**src/acs_pkg.sv**
```systemverilog
// Package for the bus clock-enable stall control block
package acs_pkg;
    // Bus word width
    localparam int ACS_DATA_W = 32;
    // Bus address width
    localparam int ACS_ADDR_W = 32;
    // Reset value of the core clock enable (core runs after reset)
    localparam logic ACS_CORE_EN_RST = 1'b1;
    // Reset value of the launched-transfer flag
    localparam logic ACS_LAUNCH_RST = 1'b0;

    // Bus sequencer states
    typedef enum logic [1:0] {
        ACS_IDLE,
        ACS_SYNC,
        ACS_DATA
    } acs_state_t;

    // Core request toward the bus
    typedef struct packed {
        logic valid;
        logic write;
        logic [ACS_ADDR_W-1:0] addr;
        logic [ACS_DATA_W-1:0] wdata;
    } acs_req_t;

    // Address and control driven onto the bus
    typedef struct packed {
        logic active;
        logic write;
        logic [ACS_ADDR_W-1:0] addr;
        logic [ACS_DATA_W-1:0] wdata;
    } acs_bus_t;
endpackage : acs_pkg

```
**src/acs_rst_sync.sv**
```systemverilog
// Two-stage reset release synchroniser
module acs_rst_sync (
    // Clock and raw reset
    input wire logic mclk,
    input wire logic rst_n,
    // Synchronised reset
    output logic rst_sync_n
);
    import acs_pkg::*;

    logic [1:0] sync_q;

    // Assert at once, release after two edges
    always_ff @(posedge mclk or negedge rst_n) begin
        if (!rst_n) begin
            sync_q <= 2'h0;
        end else begin
            sync_q <= {sync_q[0], 1'b1};
        end
    end

    assign rst_sync_n = sync_q[1];
endmodule // acs_rst_sync

```
**src/acs_stall_ctrl.sv**
```systemverilog
// Bus interface stall control: fast core clock, bus timed by an edge enable
////////////////////////////////////////////////////////////////////////////////
// Overview of operation
// Everything runs on mclk; bus via enable
// System marks shared bus edges with enable
// Decoupled traffic ignores enable and ready
// Decoupled stalls: memory stalls, buffer overflow only
// Bus read/unbuffered write stalls until done
// Launch address only when enable high
// Stall until next enable before launch
// Done only when ready AND enable
// Release core enable on completion
// Sync stall at most ratio minus one
// Slow slave holds ready low
// Low ready stretches data and next address
// Capture read data at completion edge
module acs_stall_ctrl #(
    parameter int RATIO_MAX = 8 // Largest fast-to-bus clock ratio checked
) (
    // Clock and reset
    input wire logic mclk,
    input wire logic rst_n,
    // Bus timing inputs
    input wire logic bus_edge_enable,
    input wire logic hready,
    // Core side
    input wire acs_pkg::acs_req_t core_req,
    input wire logic tcm_stall,
    input wire logic wbuf_full,
    output logic core_clock_enable,
    output logic [acs_pkg::ACS_DATA_W-1:0] core_rdata,
    // Bus side
    input wire logic [acs_pkg::ACS_DATA_W-1:0] hrdata,
    output acs_pkg::acs_bus_t bus_out
);
    import acs_pkg::*;

    // All state in one packed struct
    typedef struct packed {
        acs_state_t state;
        logic core_en;
        acs_bus_t bus;
        logic [ACS_DATA_W-1:0] rdata;
        logic [7:0] sync_cnt; // Cycles spent waiting for a bus edge
    } acs_regs_t;

    acs_regs_t r_q; // Registered state
    acs_regs_t r_d; // Next state
    logic rst_sync_n; // Released reset
    logic bus_edge; // Bus edge marker as seen this cycle
    logic bus_rdy; // Ready as seen this cycle
    logic done; // Transfer completion

    ////////////////////////////////////////////////////////////////////////////
    // Reset release
    acs_rst_sync u_rst (
        .mclk(mclk),
        .rst_n(rst_n),
        .rst_sync_n(rst_sync_n)
    );

    // Enable and ready come from bus logic on this same clock, so they are
    // used as they stand: a delayed copy would launch and complete the
    // transfer off the real bus edges
    assign bus_edge = bus_edge_enable;
    assign bus_rdy = hready;

    // Completion needs both ready and bus edge
    assign done = bus_rdy & bus_edge;

    ////////////////////////////////////////////////////////////////////////////
    // Next-state logic
    always_comb begin
        r_d = r_q;
        // Count cycles spent waiting for a bus edge
        r_d.sync_cnt = (r_q.state == ACS_SYNC) ? r_q.sync_cnt + 8'h01 : 8'h00;
        case (r_q.state)
            ACS_IDLE: begin
                if (core_req.valid) begin
                    // Bus access: drop core enable at once
                    r_d.core_en = 1'b0;
                    if (bus_edge) begin
                        r_d.bus = {1'b1, core_req.write, core_req.addr, core_req.wdata};
                        r_d.state = ACS_DATA;
                    end else begin
                        r_d.state = ACS_SYNC;
                    end
                end else begin
                    // Decoupled: only local stalls count, never bus inputs
                    r_d.core_en = ~(tcm_stall | wbuf_full);
                end
            end
            ACS_SYNC: begin
                // Wait for a bus edge before launching
                if (bus_edge) begin
                    r_d.bus = {1'b1, core_req.write, core_req.addr, core_req.wdata};
                    r_d.state = ACS_DATA;
                end
            end
            ACS_DATA: begin
                // Low ready stretches the data phase
                if (done) begin
                    r_d.bus.active = 1'b0;
                    // Reads take the bus word at the completing edge
                    r_d.rdata = r_q.bus.write ? r_q.rdata : hrdata;
                    r_d.core_en = 1'b1;
                    r_d.state = ACS_IDLE;
                end
            end
            default: begin
                r_d.state = ACS_IDLE;
            end
        endcase
    end

    // Read data is held until the next read; a write leaves it alone, so the
    // core still sees its last load across stores. The word is only valid
    // at the edge where ready and the bus edge meet, so no other edge samples it

    ////////////////////////////////////////////////////////////////////////////
    // State register, all on mclk
    always_ff @(posedge mclk or negedge rst_sync_n) begin
        if (!rst_sync_n) begin
            r_q.state <= ACS_IDLE;
            r_q.core_en <= ACS_CORE_EN_RST;
            r_q.bus <= '0;
            r_q.rdata <= '0;
            r_q.sync_cnt <= 8'h00;
        end else begin
            r_q <= r_d;
        end
    end

    assign core_clock_enable = r_q.core_en;
    assign core_rdata = r_q.rdata;
    assign bus_out = r_q.bus;

    ////////////////////////////////////////////////////////////////////////////
    // Checks
    // The wait for a bus edge is counted in the state struct itself

    property p_launch_on_edge;
        @(posedge mclk) disable iff (!rst_sync_n)
        $rose(r_q.bus.active) |-> $past(bus_edge);
    endproperty
    a_launch_on_edge: assert property (p_launch_on_edge) else $error("launch off edge");

    property p_done_and;
        @(posedge mclk) disable iff (!rst_sync_n)
        (r_q.state == ACS_DATA && !(bus_rdy && bus_edge)) |=> r_q.state == ACS_DATA;
    endproperty
    a_done_and: assert property (p_done_and) else $error("early completion");

    property p_release;
        @(posedge mclk) disable iff (!rst_sync_n)
        (r_q.state == ACS_DATA && done) |=> core_clock_enable && !bus_out.active;
    endproperty
    a_release: assert property (p_release) else $error("core not released");

    property p_stall_held;
        @(posedge mclk) disable iff (!rst_sync_n)
        (r_q.state != ACS_IDLE) |-> !core_clock_enable;
    endproperty
    a_stall_held: assert property (p_stall_held) else $error("core ran in transfer");

    property p_sync_bound;
        @(posedge mclk) disable iff (!rst_sync_n)
        r_q.sync_cnt < 8'(RATIO_MAX);
    endproperty
    a_sync_bound: assert property (p_sync_bound) else $error("sync stall too long");

    property p_decoupled;
        @(posedge mclk) disable iff (!rst_sync_n)
        (r_q.state == ACS_IDLE && !core_req.valid) |=>
            core_clock_enable == !($past(tcm_stall) || $past(wbuf_full));
    endproperty
    a_decoupled: assert property (p_decoupled) else $error("bad decoupled stall");

    property p_edge_wait;
        @(posedge mclk) disable iff (!rst_sync_n)
        (r_q.state == ACS_SYNC && !bus_edge) |=> r_q.state == ACS_SYNC;
    endproperty
    a_edge_wait: assert property (p_edge_wait) else $error("left sync early");

    property p_req_stalls;
        @(posedge mclk) disable iff (!rst_sync_n)
        (r_q.state == ACS_IDLE && core_req.valid) |=> !core_clock_enable;
    endproperty
    a_req_stalls: assert property (p_req_stalls) else $error("no stall on request");

    property p_take_on_edge;
        @(posedge mclk) disable iff (!rst_sync_n)
        (r_q.state == ACS_IDLE && core_req.valid && bus_edge) |=>
            bus_out.active && bus_out.addr == $past(core_req.addr);
    endproperty
    a_take_on_edge: assert property (p_take_on_edge) else $error("no launch on edge");

    property p_sync_no_launch;
        @(posedge mclk) disable iff (!rst_sync_n)
        (r_q.state == ACS_SYNC && !bus_edge) |=> !bus_out.active;
    endproperty
    a_sync_no_launch: assert property (p_sync_no_launch) else $error("launch before edge");

    property p_decoupled_no_bus;
        @(posedge mclk) disable iff (!rst_sync_n)
        (r_q.state == ACS_IDLE && !core_req.valid) |=> !bus_out.active;
    endproperty
    a_decoupled_no_bus: assert property (p_decoupled_no_bus) else $error("bus used idle");

    property p_bus_hold;
        @(posedge mclk) disable iff (!rst_sync_n)
        (r_q.state == ACS_DATA && !done) |=> $stable(bus_out);
    endproperty
    a_bus_hold: assert property (p_bus_hold) else $error("bus moved in wait");

    property p_rdata_capture;
        @(posedge mclk) disable iff (!rst_sync_n)
        (r_q.state == ACS_DATA && done && !r_q.bus.write) |=> core_rdata == $past(hrdata);
    endproperty
    a_rdata_capture: assert property (p_rdata_capture) else $error("read word lost");

    property p_write_keeps_rdata;
        @(posedge mclk) disable iff (!rst_sync_n)
        (r_q.state == ACS_DATA && r_q.bus.write) |=> $stable(core_rdata);
    endproperty
    a_write_keeps_rdata: assert property (p_write_keeps_rdata) else $error("read word hit");
endmodule // acs_stall_ctrl

```
**config.mk**
```make
export PLATFORM = sky130hd
export DESIGN_NAME = acs_stall_ctrl
export DESIGN_NICKNAME = d
export VERILOG_FILES = /design/src/acs_pkg.sv /design/src/acs_rst_sync.sv /design/src/acs_stall_ctrl.sv
export SDC_FILE = /design/constraint.sdc
export NUM_CORES = 1
export LEC_CHECK = 0
export BUFFER_PORTS_ARGS = -buffer_cell sky130_fd_sc_hd__buf_2
export CAP_MARGIN = 0
export CORE_UTILIZATION = 35
export DETAILED_ROUTE_END_ITERATION = 10
export PLACE_DENSITY = 0.61
export SYNTH_ARGS = -nofsm -noshare
export SYNTH_HDL_FRONTEND = slang
export SYNTH_HIERARCHICAL = 1
export SYNTH_SLANG_ARGS = --single-unit
export TNS_END_PERCENT = 100
```
**constraint.sdc**
```tcl
create_clock -name mclk -period 4.56 [get_ports mclk]
set_input_delay 1.368 -clock mclk [delete_from_list [all_inputs] [get_ports mclk]]
set_output_delay 1.368 -clock mclk [all_outputs]
set_load 0.03 [all_outputs]
```
==> qor.txt, run 1 <==
Crit-path max FO: 43
Number of I/O pins: 203
Top-area cell type share of the netlist area: 0.538
Synth cell count leaders: dfrtp_1, buf_4, mux2_2
Row cnt: 42
DRT antenna net count: 0
Slew HR: 0.326
Cell leakage power: 2.75 nW
Initial antenna violation count: 0
Root Driver: clkbuf_16
Cts bufs inserted: 9
Int Power: 2.45 mW
DR WL/cell: 13.9 um
Largest cells by area after synthesis: dfrtp_1, mux2_2, buf_4
CORE AREA: 13,200 um^2
Initial Util: 0.358
CTS sink count: 103
Worst path required time: 4.78 ns
Setup violations, final: 0
Synth area leader: dfrtp_1
RD Place Congestion: 0.700
Avg Cell Area, Syn: 14.6 um^2
Seq pwr share: 0.369
Area delta synth->final: 14.8%
Slew Viols, Final: 0
Via Count: 2,598
CTS tree: done
Post-route cell area: 5450 um^2
Peak VDD IR: 0.254 mV
Top-count cell post-synth: dfrtp_1
Synth warn: 6
Largest net degree at the start of global routing: 59
Delay-heaviest family, CP: simple AND/OR/NAND/NOR gates
Synth Net Count: 428
Clock skew: 0.00565 ns
Post-synth ARST share: 1.00
Psw: 1.66 mW
Count of flip-flops with a built-in enable after synthesis: 0
Setup TNS: 0 ns
Post-detail-place hpwl: 6200 um
Die area: 14,000 um^2
Filler Cell Count: 1,297
Layout Nets: 534
Footprint of the multi-input gates: 1300 um^2
Cells after synthesis: 324
Top FF cell, synth: dfrtp_1
Status: finished clean
Fin. Hold Viols: 0
CP bufs+invs: 2
Max_cap viols: 0
Sw Share: 0.404
Vias/cell: 4.25
Reg-to-reg slack, setup: 2.45 ns
Routed wire length: 8480 um
Crit Path Category: input pin to flip-flop
Power per cell area: 754 nW/um^2
Critical Path Source Type: input pin
Met3 Track Usage GR: 0.0434
M2 GR Usage: 0.209
First-pass GRT wire length: 13,900 um
Postcts setup bufs: 0
Slew @ Worst Pin: 1.01 ns
Worst setup startpoint: bus_edge_enable
Yosys reg bits: 103
Syn Std Cell Area: 4740 um^2
Clock slew at reported path FFs: 0.06 ns
Die Span Y: 118 um
Max clock buf depth: 2
Worst Path Arrival: 2.96 ns
CP peak stage delay: 0.60 ns
DRT iter0 DRCs: 93
RR Startpoint: r_q[108]$_DFFE_PN0P_
# hold bufs at CTS: 0
Vias in the first global route: 2,733
Inserted Diodes: 0
Placed inst area: 5140 um^2
CP max stage cell: nor2b_4
Met1 Usage GRT: 0.155
Share of layout cells above drive strength 1: 0.733
Fmax: 365 MHz
Final cycle utilization of the critical path: 0.602
H-tree Lvls: 3
Die width: 118 um
Clock power share: 0.188
Skew-Pair Late Insertion Delay: 0.34 ns
DRC violations left: 0
Seq. cell area: 2580 um^2
Synth unique cells: 21
Tmin final: 2.74 ns
Global router's overall resource usage: 0.128
Global route total overflow: 0
Comb power frac: 0.443
RSZ-0062 raised after global routing: no
Hold crit path type: flip-flop to asynchronous set/reset pin
CTS resizes: 0
CP cell instances: buf_2 -> and2b_1 -> nor2b_4 -> buf_12 -> mux2_2
Worst Setup End Kind: flip-flop
IO Port Bufs: 202
Core Util, Final: 0.411
Sequential area share after synthesis: 0.544
Busiest layer in global routing: met2
Drt pass-1 iters: 4
sequential cells by signal, indices dropped and copies added (netlist names):
name / flops
r_q: 2
core_clock_enable: 1
bus_out: 66
u_rst/sync_q: 2
core_rdata: 32
placed cells by master (no fill, tap or decap):
master	instances
nor3_1	2
clkbuf_16	9
buf_12	1
mux2_2	67
clkinvlp_4	2
o21a_1	1
inv_6	1
a21oi_1	2
mux2_4	30
o32a_1	1
dfrtp_1	101
conb_1	1
nand2_1	1
clkbuf_8	1
a21o_1	1
nand3_1	1
dfstp_2	1
buf_4	1
nor2b_4	1
o22a_1	1
buf_2	202
bufinv_16	1
nor2_1	1
or3_2	1
clkbuf_1	2
and2b_1	1
dfrtp_4	1
cells by family after synthesis:
logic type	share of synthesized area
AOI/OAI and AO/OA	0.00923
DFF	0.544
buffers and inverters	0.183
muxes	0.254
and+or+nand+nor	0.00897
other	0.000791
final timing paths:
check | depth (start not counted) | end
max in group asynchronous | 1 | bus_out[6]$_DFFE_PN0P_
setup reg to reg | 4 | bus_out[3]$_DFFE_PN0P_
hold / removal | 0 | bus_out[36]$_DFFE_PN0P_
setup / recovery | 5 | bus_out[3]$_DFFE_PN0P_
min in group mclk | 0 | u_rst/sync_q[1]$_DFF_PN0_
hold reg to reg | 0 | bus_out[36]$_DFFE_PN0P_
worst reg2reg max path, cell delays in order (launching register included):
cell	delay [ns]
dfrtp_1	0.43
and2b_1	0.24
nor2b_4	0.60
buf_12	0.33
mux2_2	0.40
routing by layer:
| metal | routed length, um | vias to the layer above |
|---|---|---|
| li1 | - | 1203 |
| met1 | 3530 | 1279 |
| met2 | 4200 | 109 |
| met3 | 650 | 7 |
| met4 | 101 | 0 |
| met5 | 0 | - |
per-stage QoR:
step / hold slack (ns) / worst slack, ns / power, mW / std cells
6_report: 0.325 / 1.82 / 4.11 / 611
5_1_grt: 0.379 / 1.70 / 4.33 / 611
4_1_cts: 0.360 / 1.80 / 4.17 / 611
3_5_place_dp: 0.340 / 1.43 / 3.37 / 595
3_3_place_gp: 0.339 / 1.50 / 3.33 / 595
2_1_floorplan: 0.331 / 1.48 / 3.39 / 324
area by class of cell:
| cell class | instances | area share |
|---|---|---|
| clock buffers | 12 | 0.0453 |
| clock inverters | 4 | 0.00988 |
| multi-input cells | 112 | 0.239 |
| flip-flops and latches | 103 | 0.474 |
| well taps | 176 | 0.0404 |
| repair buffers | 204 | 0.191 |
power by group through the flow:
stage,Combinational [mW],Clock [mW],Sequential [mW]
detailed placement,1.84,0,1.53
finish,1.82,0.771,1.52
floorplan,1.89,0,1.49
CTS,1.84,0.808,1.52
global placement,1.81,0,1.52
global route,1.91,0.846,1.57
(Power assumes the default switching activity.)
==> inputs of run 2 (changes only) <==
==> constraint.sdc (replaced) <==
create_clock -name mclk -period 2.6 [get_ports mclk]
set_input_delay 0.78 -clock mclk [delete_from_list [all_inputs] [get_ports mclk]]
set_output_delay 0.78 -clock mclk [all_outputs]
set_load 0.03 [all_outputs]
==> run 2 against run 1 <==
First-iteration DRC count decreased by 8.6%. Total power increased by 79%. Die area unchanged. Combinational power increased by 75%. Via count increased by 1.6%. Wire length decreased by 7.0%. Setup slack got worse by 1.1 ns. Count of clock-buffer cells in the layout decreased by 1. Clock skew increased by 0.0047 ns. Final cell count increased by 0.33%. Largest cell class unchanged.
==> qor.txt, run 2 (synthesis gave the netlist of run 1 again) <==
Max_cap viols: 0 (unchanged)
Area delta synth->final: 16.2%
CP max stage cell: or3_2
Cts bufs inserted: 9 (unchanged)
H-tree Lvls: 3 (unchanged)
Sw Share: 0.392 (-0.0122)
CTS tree: done
# hold bufs at CTS: 0 (unchanged)
Final cycle utilization of the critical path: 0.730
RR Startpoint: r_q[108]$_DFFE_PN0P_
DRT iter0 DRCs: 85 (-8.6%)
Fmax: 527 MHz
Row cnt: 42 (unchanged)
Max reg flops: 66 (unchanged)
Cell leakage power: 2.79 nW (+1.4%)
Drt pass-1 iters: 4 (unchanged)
RD Place Congestion: 0.718 (+2.6%)
CTS resizes: 0 (unchanged)
Share of layout cells above drive strength 1: 0.735 (+0.00122)
Routed wire length: 7890 um (-7.0%)
Global route total overflow: 0 (unchanged)
Comb power frac: 0.434 (-0.009)
Vias/cell: 4.31 (+1.3%)
IO Port Bufs: 202 (unchanged)
CP peak stage delay: 0.42 ns (-0.18 ns)
Most common cell after layout, fill and taps aside: buf_2
Crit-path max FO: 32 (-26%)
CORE AREA: 13,200 um^2 (unchanged)
DRC violations left: 0 (unchanged)
First-pass GRT wire length: 12,700 um (-8.5%)
Max clock buf depth: 2 (unchanged)
Capturing point of the worst reg2reg path: core_rdata[15]$_DFFE_PN0P_
Skew-Pair Late Insertion Delay: 0.34 ns (about the same)
Total power: 7.34 mW (+79%)
Worst Path Arrival: 2.12 ns (-0.84 ns)
Reg-to-reg slack, setup: 0.82 ns (-1.63 ns)
Hold crit path type: flip-flop to asynchronous set/reset pin
Worst setup path endpoint: core_rdata[15]$_DFFE_PN0P_
Die area: 14,000 um^2 (unchanged)
Number of I/O pins: 203 (unchanged)
Tmin final: 1.90 ns
Setup TNS: 0 ns (unchanged)
Reg2Reg Depth: 4 (unchanged)
Via Count: 2,640 (+1.6%)
Power per cell area: 1330 nW/um^2 (+77%)
RSZ-0062 raised after global routing: no
Clock power share: 0.205 (+0.017)
Int Power: 4.46 mW (+82%)
Vias in the first global route: 2,670 (-2.3%)
Psw: 2.88 mW (+73%)
Critical Path Source Type: input pin
Postcts setup bufs: 0 (unchanged)
Slew HR: 0.611 (+0.285)
Slew @ Worst Pin: 0.583 ns (-0.428 ns)
Layout Nets: 536 (+0.37%)
Seq pwr share: 0.361 (-0.008)
DRT antenna net count: 0 (unchanged)
Placed inst area: 5170 um^2 (+0.54%)
Worst setup startpoint: bus_edge_enable
Die width: 118 um (unchanged)
Post-route cell area: 5510 um^2 (+1.2%)
Largest net degree at the start of global routing: 67 (+14%)
Root Driver: clkbuf_16
Status: finished clean
Slew Viols, Final: 0 (unchanged)
Global router's overall resource usage: 0.116 (-0.0118)
Initial antenna violation count: 0 (unchanged)
Clock slew at reported path FFs: 0.07 ns (about the same)
Peak VDD IR: 0.631 mV (+150%)
Crit Path Category: input pin to flip-flop
Worst path required time: 2.82 ns (-1.96 ns)
Inserted Diodes: 0 (unchanged)
CP cell instances: buf_2 -> nand3_1 -> or3_2 -> buf_4 -> mux2_4
Post-detail-place hpwl: 5870 um (-5.3%)
Most frequent cells in the layout: buf_2, dfrtp_1, mux2_2, mux2_4, clkbuf_16
CTS sink count: 103 (unchanged)
DR WL/cell: 12.9 um (-7.3%)
Clock skew: 0.0104 ns (+0.00471 ns)
Initial Util: 0.358 (unchanged)
Setup violations, final: 0 (unchanged)
Fin. Hold Viols: 0 (unchanged)
Die Span Y: 118 um (unchanged)
Worst Setup End Kind: flip-flop
==> run 2: area by class of cell <==
type	instances	area [um^2]
fillers	1271	7730
well taps	176	220
multi-input cells	112	1300
flip-flops and latches	103	2580
repair buffers	206	1070
clock buffers	11	233
clock inverters	5	108
==> run 2: worst min path at each step <==
stage / start / endpoint / slack [ns] / depth (start not counted)
after global placement: u_rst/sync_q[1]$_DFF_PN0_ / bus_out[55]$_DFFE_PN0P_ / 0.16 / 0
after global routing: u_rst/sync_q[1]$_DFF_PN0_ / bus_out[31]$_DFFE_PN0P_ / 0.19 / 0
final: u_rst/sync_q[1]$_DFF_PN0_ / bus_out[1]$_DFFE_PN0P_ / 0.17 / 0
after CTS: u_rst/sync_q[1]$_DFF_PN0_ / bus_out[31]$_DFFE_PN0P_ / 0.18 / 0
after floorplan: u_rst/sync_q[0]$_DFF_PN0_ / u_rst/sync_q[1]$_DFF_PN0_ / 0.33 / 0
after detailed placement: u_rst/sync_q[1]$_DFF_PN0_ / bus_out[25]$_DFFE_PN0P_ / 0.17 / 0
==> run 2: worst max-delay path, delay by kind of cell <==
family | cells | cell delay (ns)
buffers and inverters | 2 | 0.42
muxes | 1 | 0.37
and+or+nand+nor | 2 | 0.51
==> run 2: power by group through the flow <==
stage | logic, mW | clock network [mW] | registers [mW]
6_report | 3.18 | 1.51 | 2.65
5_1_grt | 3.34 | 1.64 | 2.75
4_1_cts | 3.22 | 1.56 | 2.67
3_5_place_dp | 3.22 | 0 | 2.68
3_3_place_gp | 3.17 | 0 | 2.67
2_1_floorplan | 3.32 | 0 | 2.62
==> run 2: stage by stage <==
stage,utilization,setup WS (ns),hold slack [ns],cells
2_1_floorplan,-,0.735,0.331,324
3_3_place_gp,0.391,0.388,0.164,597
3_5_place_dp,0.391,0.350,0.168,597
4_1_cts,0.416,0.718,0.176,613
5_1_grt,0.416,0.695,0.188,613
6_report,0.416,0.701,0.170,613
==> run 2: metal layers <==
metal  global-route usage  share of wire  vias up
met3               0.0497          0.095        7
met1                0.134           0.40     1299
met2                0.191           0.49      126
met5                    0              0        -
met4               0.0427          0.012        0
li1                     -              -     1208
==> inputs of run 3 (changes only) <==
--- a/config.mk
+++ b/config.mk
@@ -9,7 +9,7 @@
 export CAP_MARGIN = 0
 export CORE_UTILIZATION = 35
 export DETAILED_ROUTE_END_ITERATION = 10
-export PLACE_DENSITY = 0.61
+export PLACE_DENSITY = 0.63
 export SYNTH_ARGS = -nofsm -noshare
 export SYNTH_HDL_FRONTEND = slang
 export SYNTH_HIERARCHICAL = 1
==> constraint.sdc (replaced) <==
create_clock -name mclk -period 1.7 [get_ports mclk]
set_input_delay 0.51 -clock mclk [delete_from_list [all_inputs] [get_ports mclk]]
set_output_delay 0.51 -clock mclk [all_outputs]
set_load 0.03 [all_outputs]
==> run 3 against run 2 <==
Clock power increased by 21%. Register-to-register slack got worse by 0.75 ns. Final cell count up 0.98%. Combinational power rose by 55%. Non-clock buffer count is 7 higher. Critical path type is now flip-flop to flip-flop. Largest power group unchanged.
==> qor.txt, run 3 (synthesis gave the netlist of run 1 again) <==
Worst Setup End Kind: flip-flop
Initial Util: 0.358 (unchanged)
Worst Path Arrival: 1.85 ns (-0.27 ns)
Global router's overall resource usage: 0.123 (+0.00655)
Share of layout cells above drive strength 1: 0.740 (+0.00585)
Vias/cell: 4.25 (-1.4%)
Number of I/O pins: 203 (unchanged)
Die width: 118 um (unchanged)
Reg-to-reg slack, setup: 0.07 ns (-0.75 ns)
Slew @ Worst Pin: 0.527 ns (-0.0564 ns)
Total power: 10.8 mW (+47%)
Fin. Hold Viols: 0 (unchanged)
Via Count: 2,628 (-0.45%)
DRT antenna net count: 0 (unchanged)
Layout Nets: 543 (+1.3%)
IO Port Bufs: 202 (unchanged)
Most common cell after layout, fill and taps aside: buf_2
Global route total overflow: 0 (unchanged)
Root Driver: clkbuf_16
First-pass GRT wire length: 13,500 um (+6.5%)
Final cycle utilization of the critical path: 0.958
Crit Path Category: flip-flop to flip-flop
Clock slew at reported path FFs: 0.07 ns (about the same)
Hold crit path type: flip-flop to flip-flop
Skew-Pair Late Insertion Delay: 0.34 ns (about the same)
Cell leakage power: 2.80 nW (+0.13%)
Setup violations, final: 0 (unchanged)
Drt pass-1 iters: 4 (unchanged)
Status: finished clean
Setup TNS: 0 ns (unchanged)
Finished Layout Cells: 619 (+0.98%)
Capturing point of the worst reg2reg path: core_rdata[26]$_DFFE_PN0P_
Reg2Reg Depth: 3 (-1)
Peak VDD IR: 0.622 mV (-1.3%)
DRT iter0 DRCs: 47 (-45%)
Max reg flops: 66 (unchanged)
Max_cap viols: 0 (unchanged)
Power per cell area: 1960 nW/um^2 (+47%)
Die area: 14,000 um^2 (unchanged)
CTS tree: done
Routed wire length: 8050 um (+2.1%)
Clock skew: 0.00772 ns (-0.00263 ns)
Slew HR: 0.649 (+0.0376)
Post-detail-place hpwl: 5860 um (-0.11%)
Tmin final: 1.63 ns
Most frequent cells in the layout: buf_2, dfrtp_1, mux2_2, mux2_4, clkbuf_16
Row cnt: 42 (unchanged)
Inserted Diodes: 0 (unchanged)
Slew Viols, Final: 0 (unchanged)
RD Place Congestion: 0.758 (+5.5%)
H-tree Lvls: 3 (unchanged)
CTS sink count: 103 (unchanged)
Critical Path Source Type: flip-flop
DP Cell Count: 603 (+1.0%)
Vias in the first global route: 2,860 (+7.1%)
DRC violations left: 0 (unchanged)
Die Span Y: 118 um (unchanged)
CORE AREA: 13,200 um^2 (unchanged)
WHS Path Cells: 0
Core Util, Final: 0.416 (-0.000662)
Crit-path max FO: 32 (unchanged)
RR Startpoint: r_q[107]$_DFFE_PN0P_
RSZ-0062 raised after global routing: no
Fmax: 614 MHz
Initial antenna violation count: 0 (unchanged)
DR WL/cell: 13.0 um (+1.1%)
Hold Path End: u_rst/sync_q[1]$_DFF_PN0_
Worst path required time: 1.92 ns (-0.90 ns)
Pre-CTS setup slack: -0.119 ns (-0.469 ns)
Largest net degree at the start of global routing: 102 (+52%)
Hold Path Origin: u_rst/sync_q[0]$_DFF_PN0_
Area delta synth->final: 16.0%
Max clock buf depth: 2 (unchanged)
Cts bufs inserted: 9 (unchanged)
CTS resizes: 0 (unchanged)
Fin worst setup slack: 0.0715 ns (-0.630 ns)
==> run 3: cell types whose count changed in the layout (fill, tap and decap cells not counted), sizes merged <==
cell         delta
clkbuf          -2
dlygate4sd3     +1
bufinv          -3
inv             -1
buf             +6
clkinvlp        +2
clkinv          +3
==> run 3: critical path, cell delays in order, from the launching register on <==
cell and delay, ns:
dfrtp_1 0.44, or3_2 0.53, buf_12 0.21, mux2_4 0.32
==> run 3: cell type report <==
type                       instances  area (um^2)
sequential                       103         2580
fill                            1245         7740
clock buffer                       9          225
tap                              176          220
timing repair buffer             213         1130
multi-input combinational        112         1300
clock inverter                     6         38.8
==> run 3: power by group <==
group	switching, mW	total (mW)	leakage (nW)	internal (mW)
sequential	0.538	4.05	1.22	3.51
clock	0.849	1.83	0.127	0.978
combinational	3.02	4.92	1.45	1.90
total	4.41	10.8	2.80	6.39
==> run 3: repair_timing <==
| item | in CTS | in global routing |
|---|---|---|
| endpoints found under the setup margin | 0 | 0 |
| endpoints found under the hold margin | 2 | 0 |
| hold buffers | 1 | 0 |
| buffers inserted | 0 | 0 |
==> run 3: worst max path at each step <==
| stage | startpoint | end | cells after the start |
|---|---|---|---|
| floorplan | hready | core_rdata[0]$_DFFE_PN0P_ | 5 |
| global placement | hready | core_rdata[21]$_DFFE_PN0P_ | 5 |
| detailed placement | hready | core_rdata[22]$_DFFE_PN0P_ | 5 |
| CTS | r_q[107]$_DFFE_PN0P_ | core_rdata[9]$_DFFE_PN0P_ | 3 |
| global route | r_q[107]$_DFFE_PN0P_ | core_rdata[9]$_DFFE_PN0P_ | 3 |
| finish | r_q[107]$_DFFE_PN0P_ | core_rdata[26]$_DFFE_PN0P_ | 3 |
==> run 3: metal layers <==
metal	vias to the layer above	GRT usage	part of all wire
met5	-	0	0
met1	1284	0.142	0.41
met2	119	0.205	0.49
met4	0	0.0459	0.011
li1	1218	-	-
met3	7	0.0478	0.087
==> run 3: through the flow <==
stage               cell area [um^2]  hold WS [ns]
floorplan                       4750         0.214
global placement                5230         0.296
detailed placement              5230         0.299
CTS                             5500         0.359
global route                    5500         0.367
finish                          5500         0.355
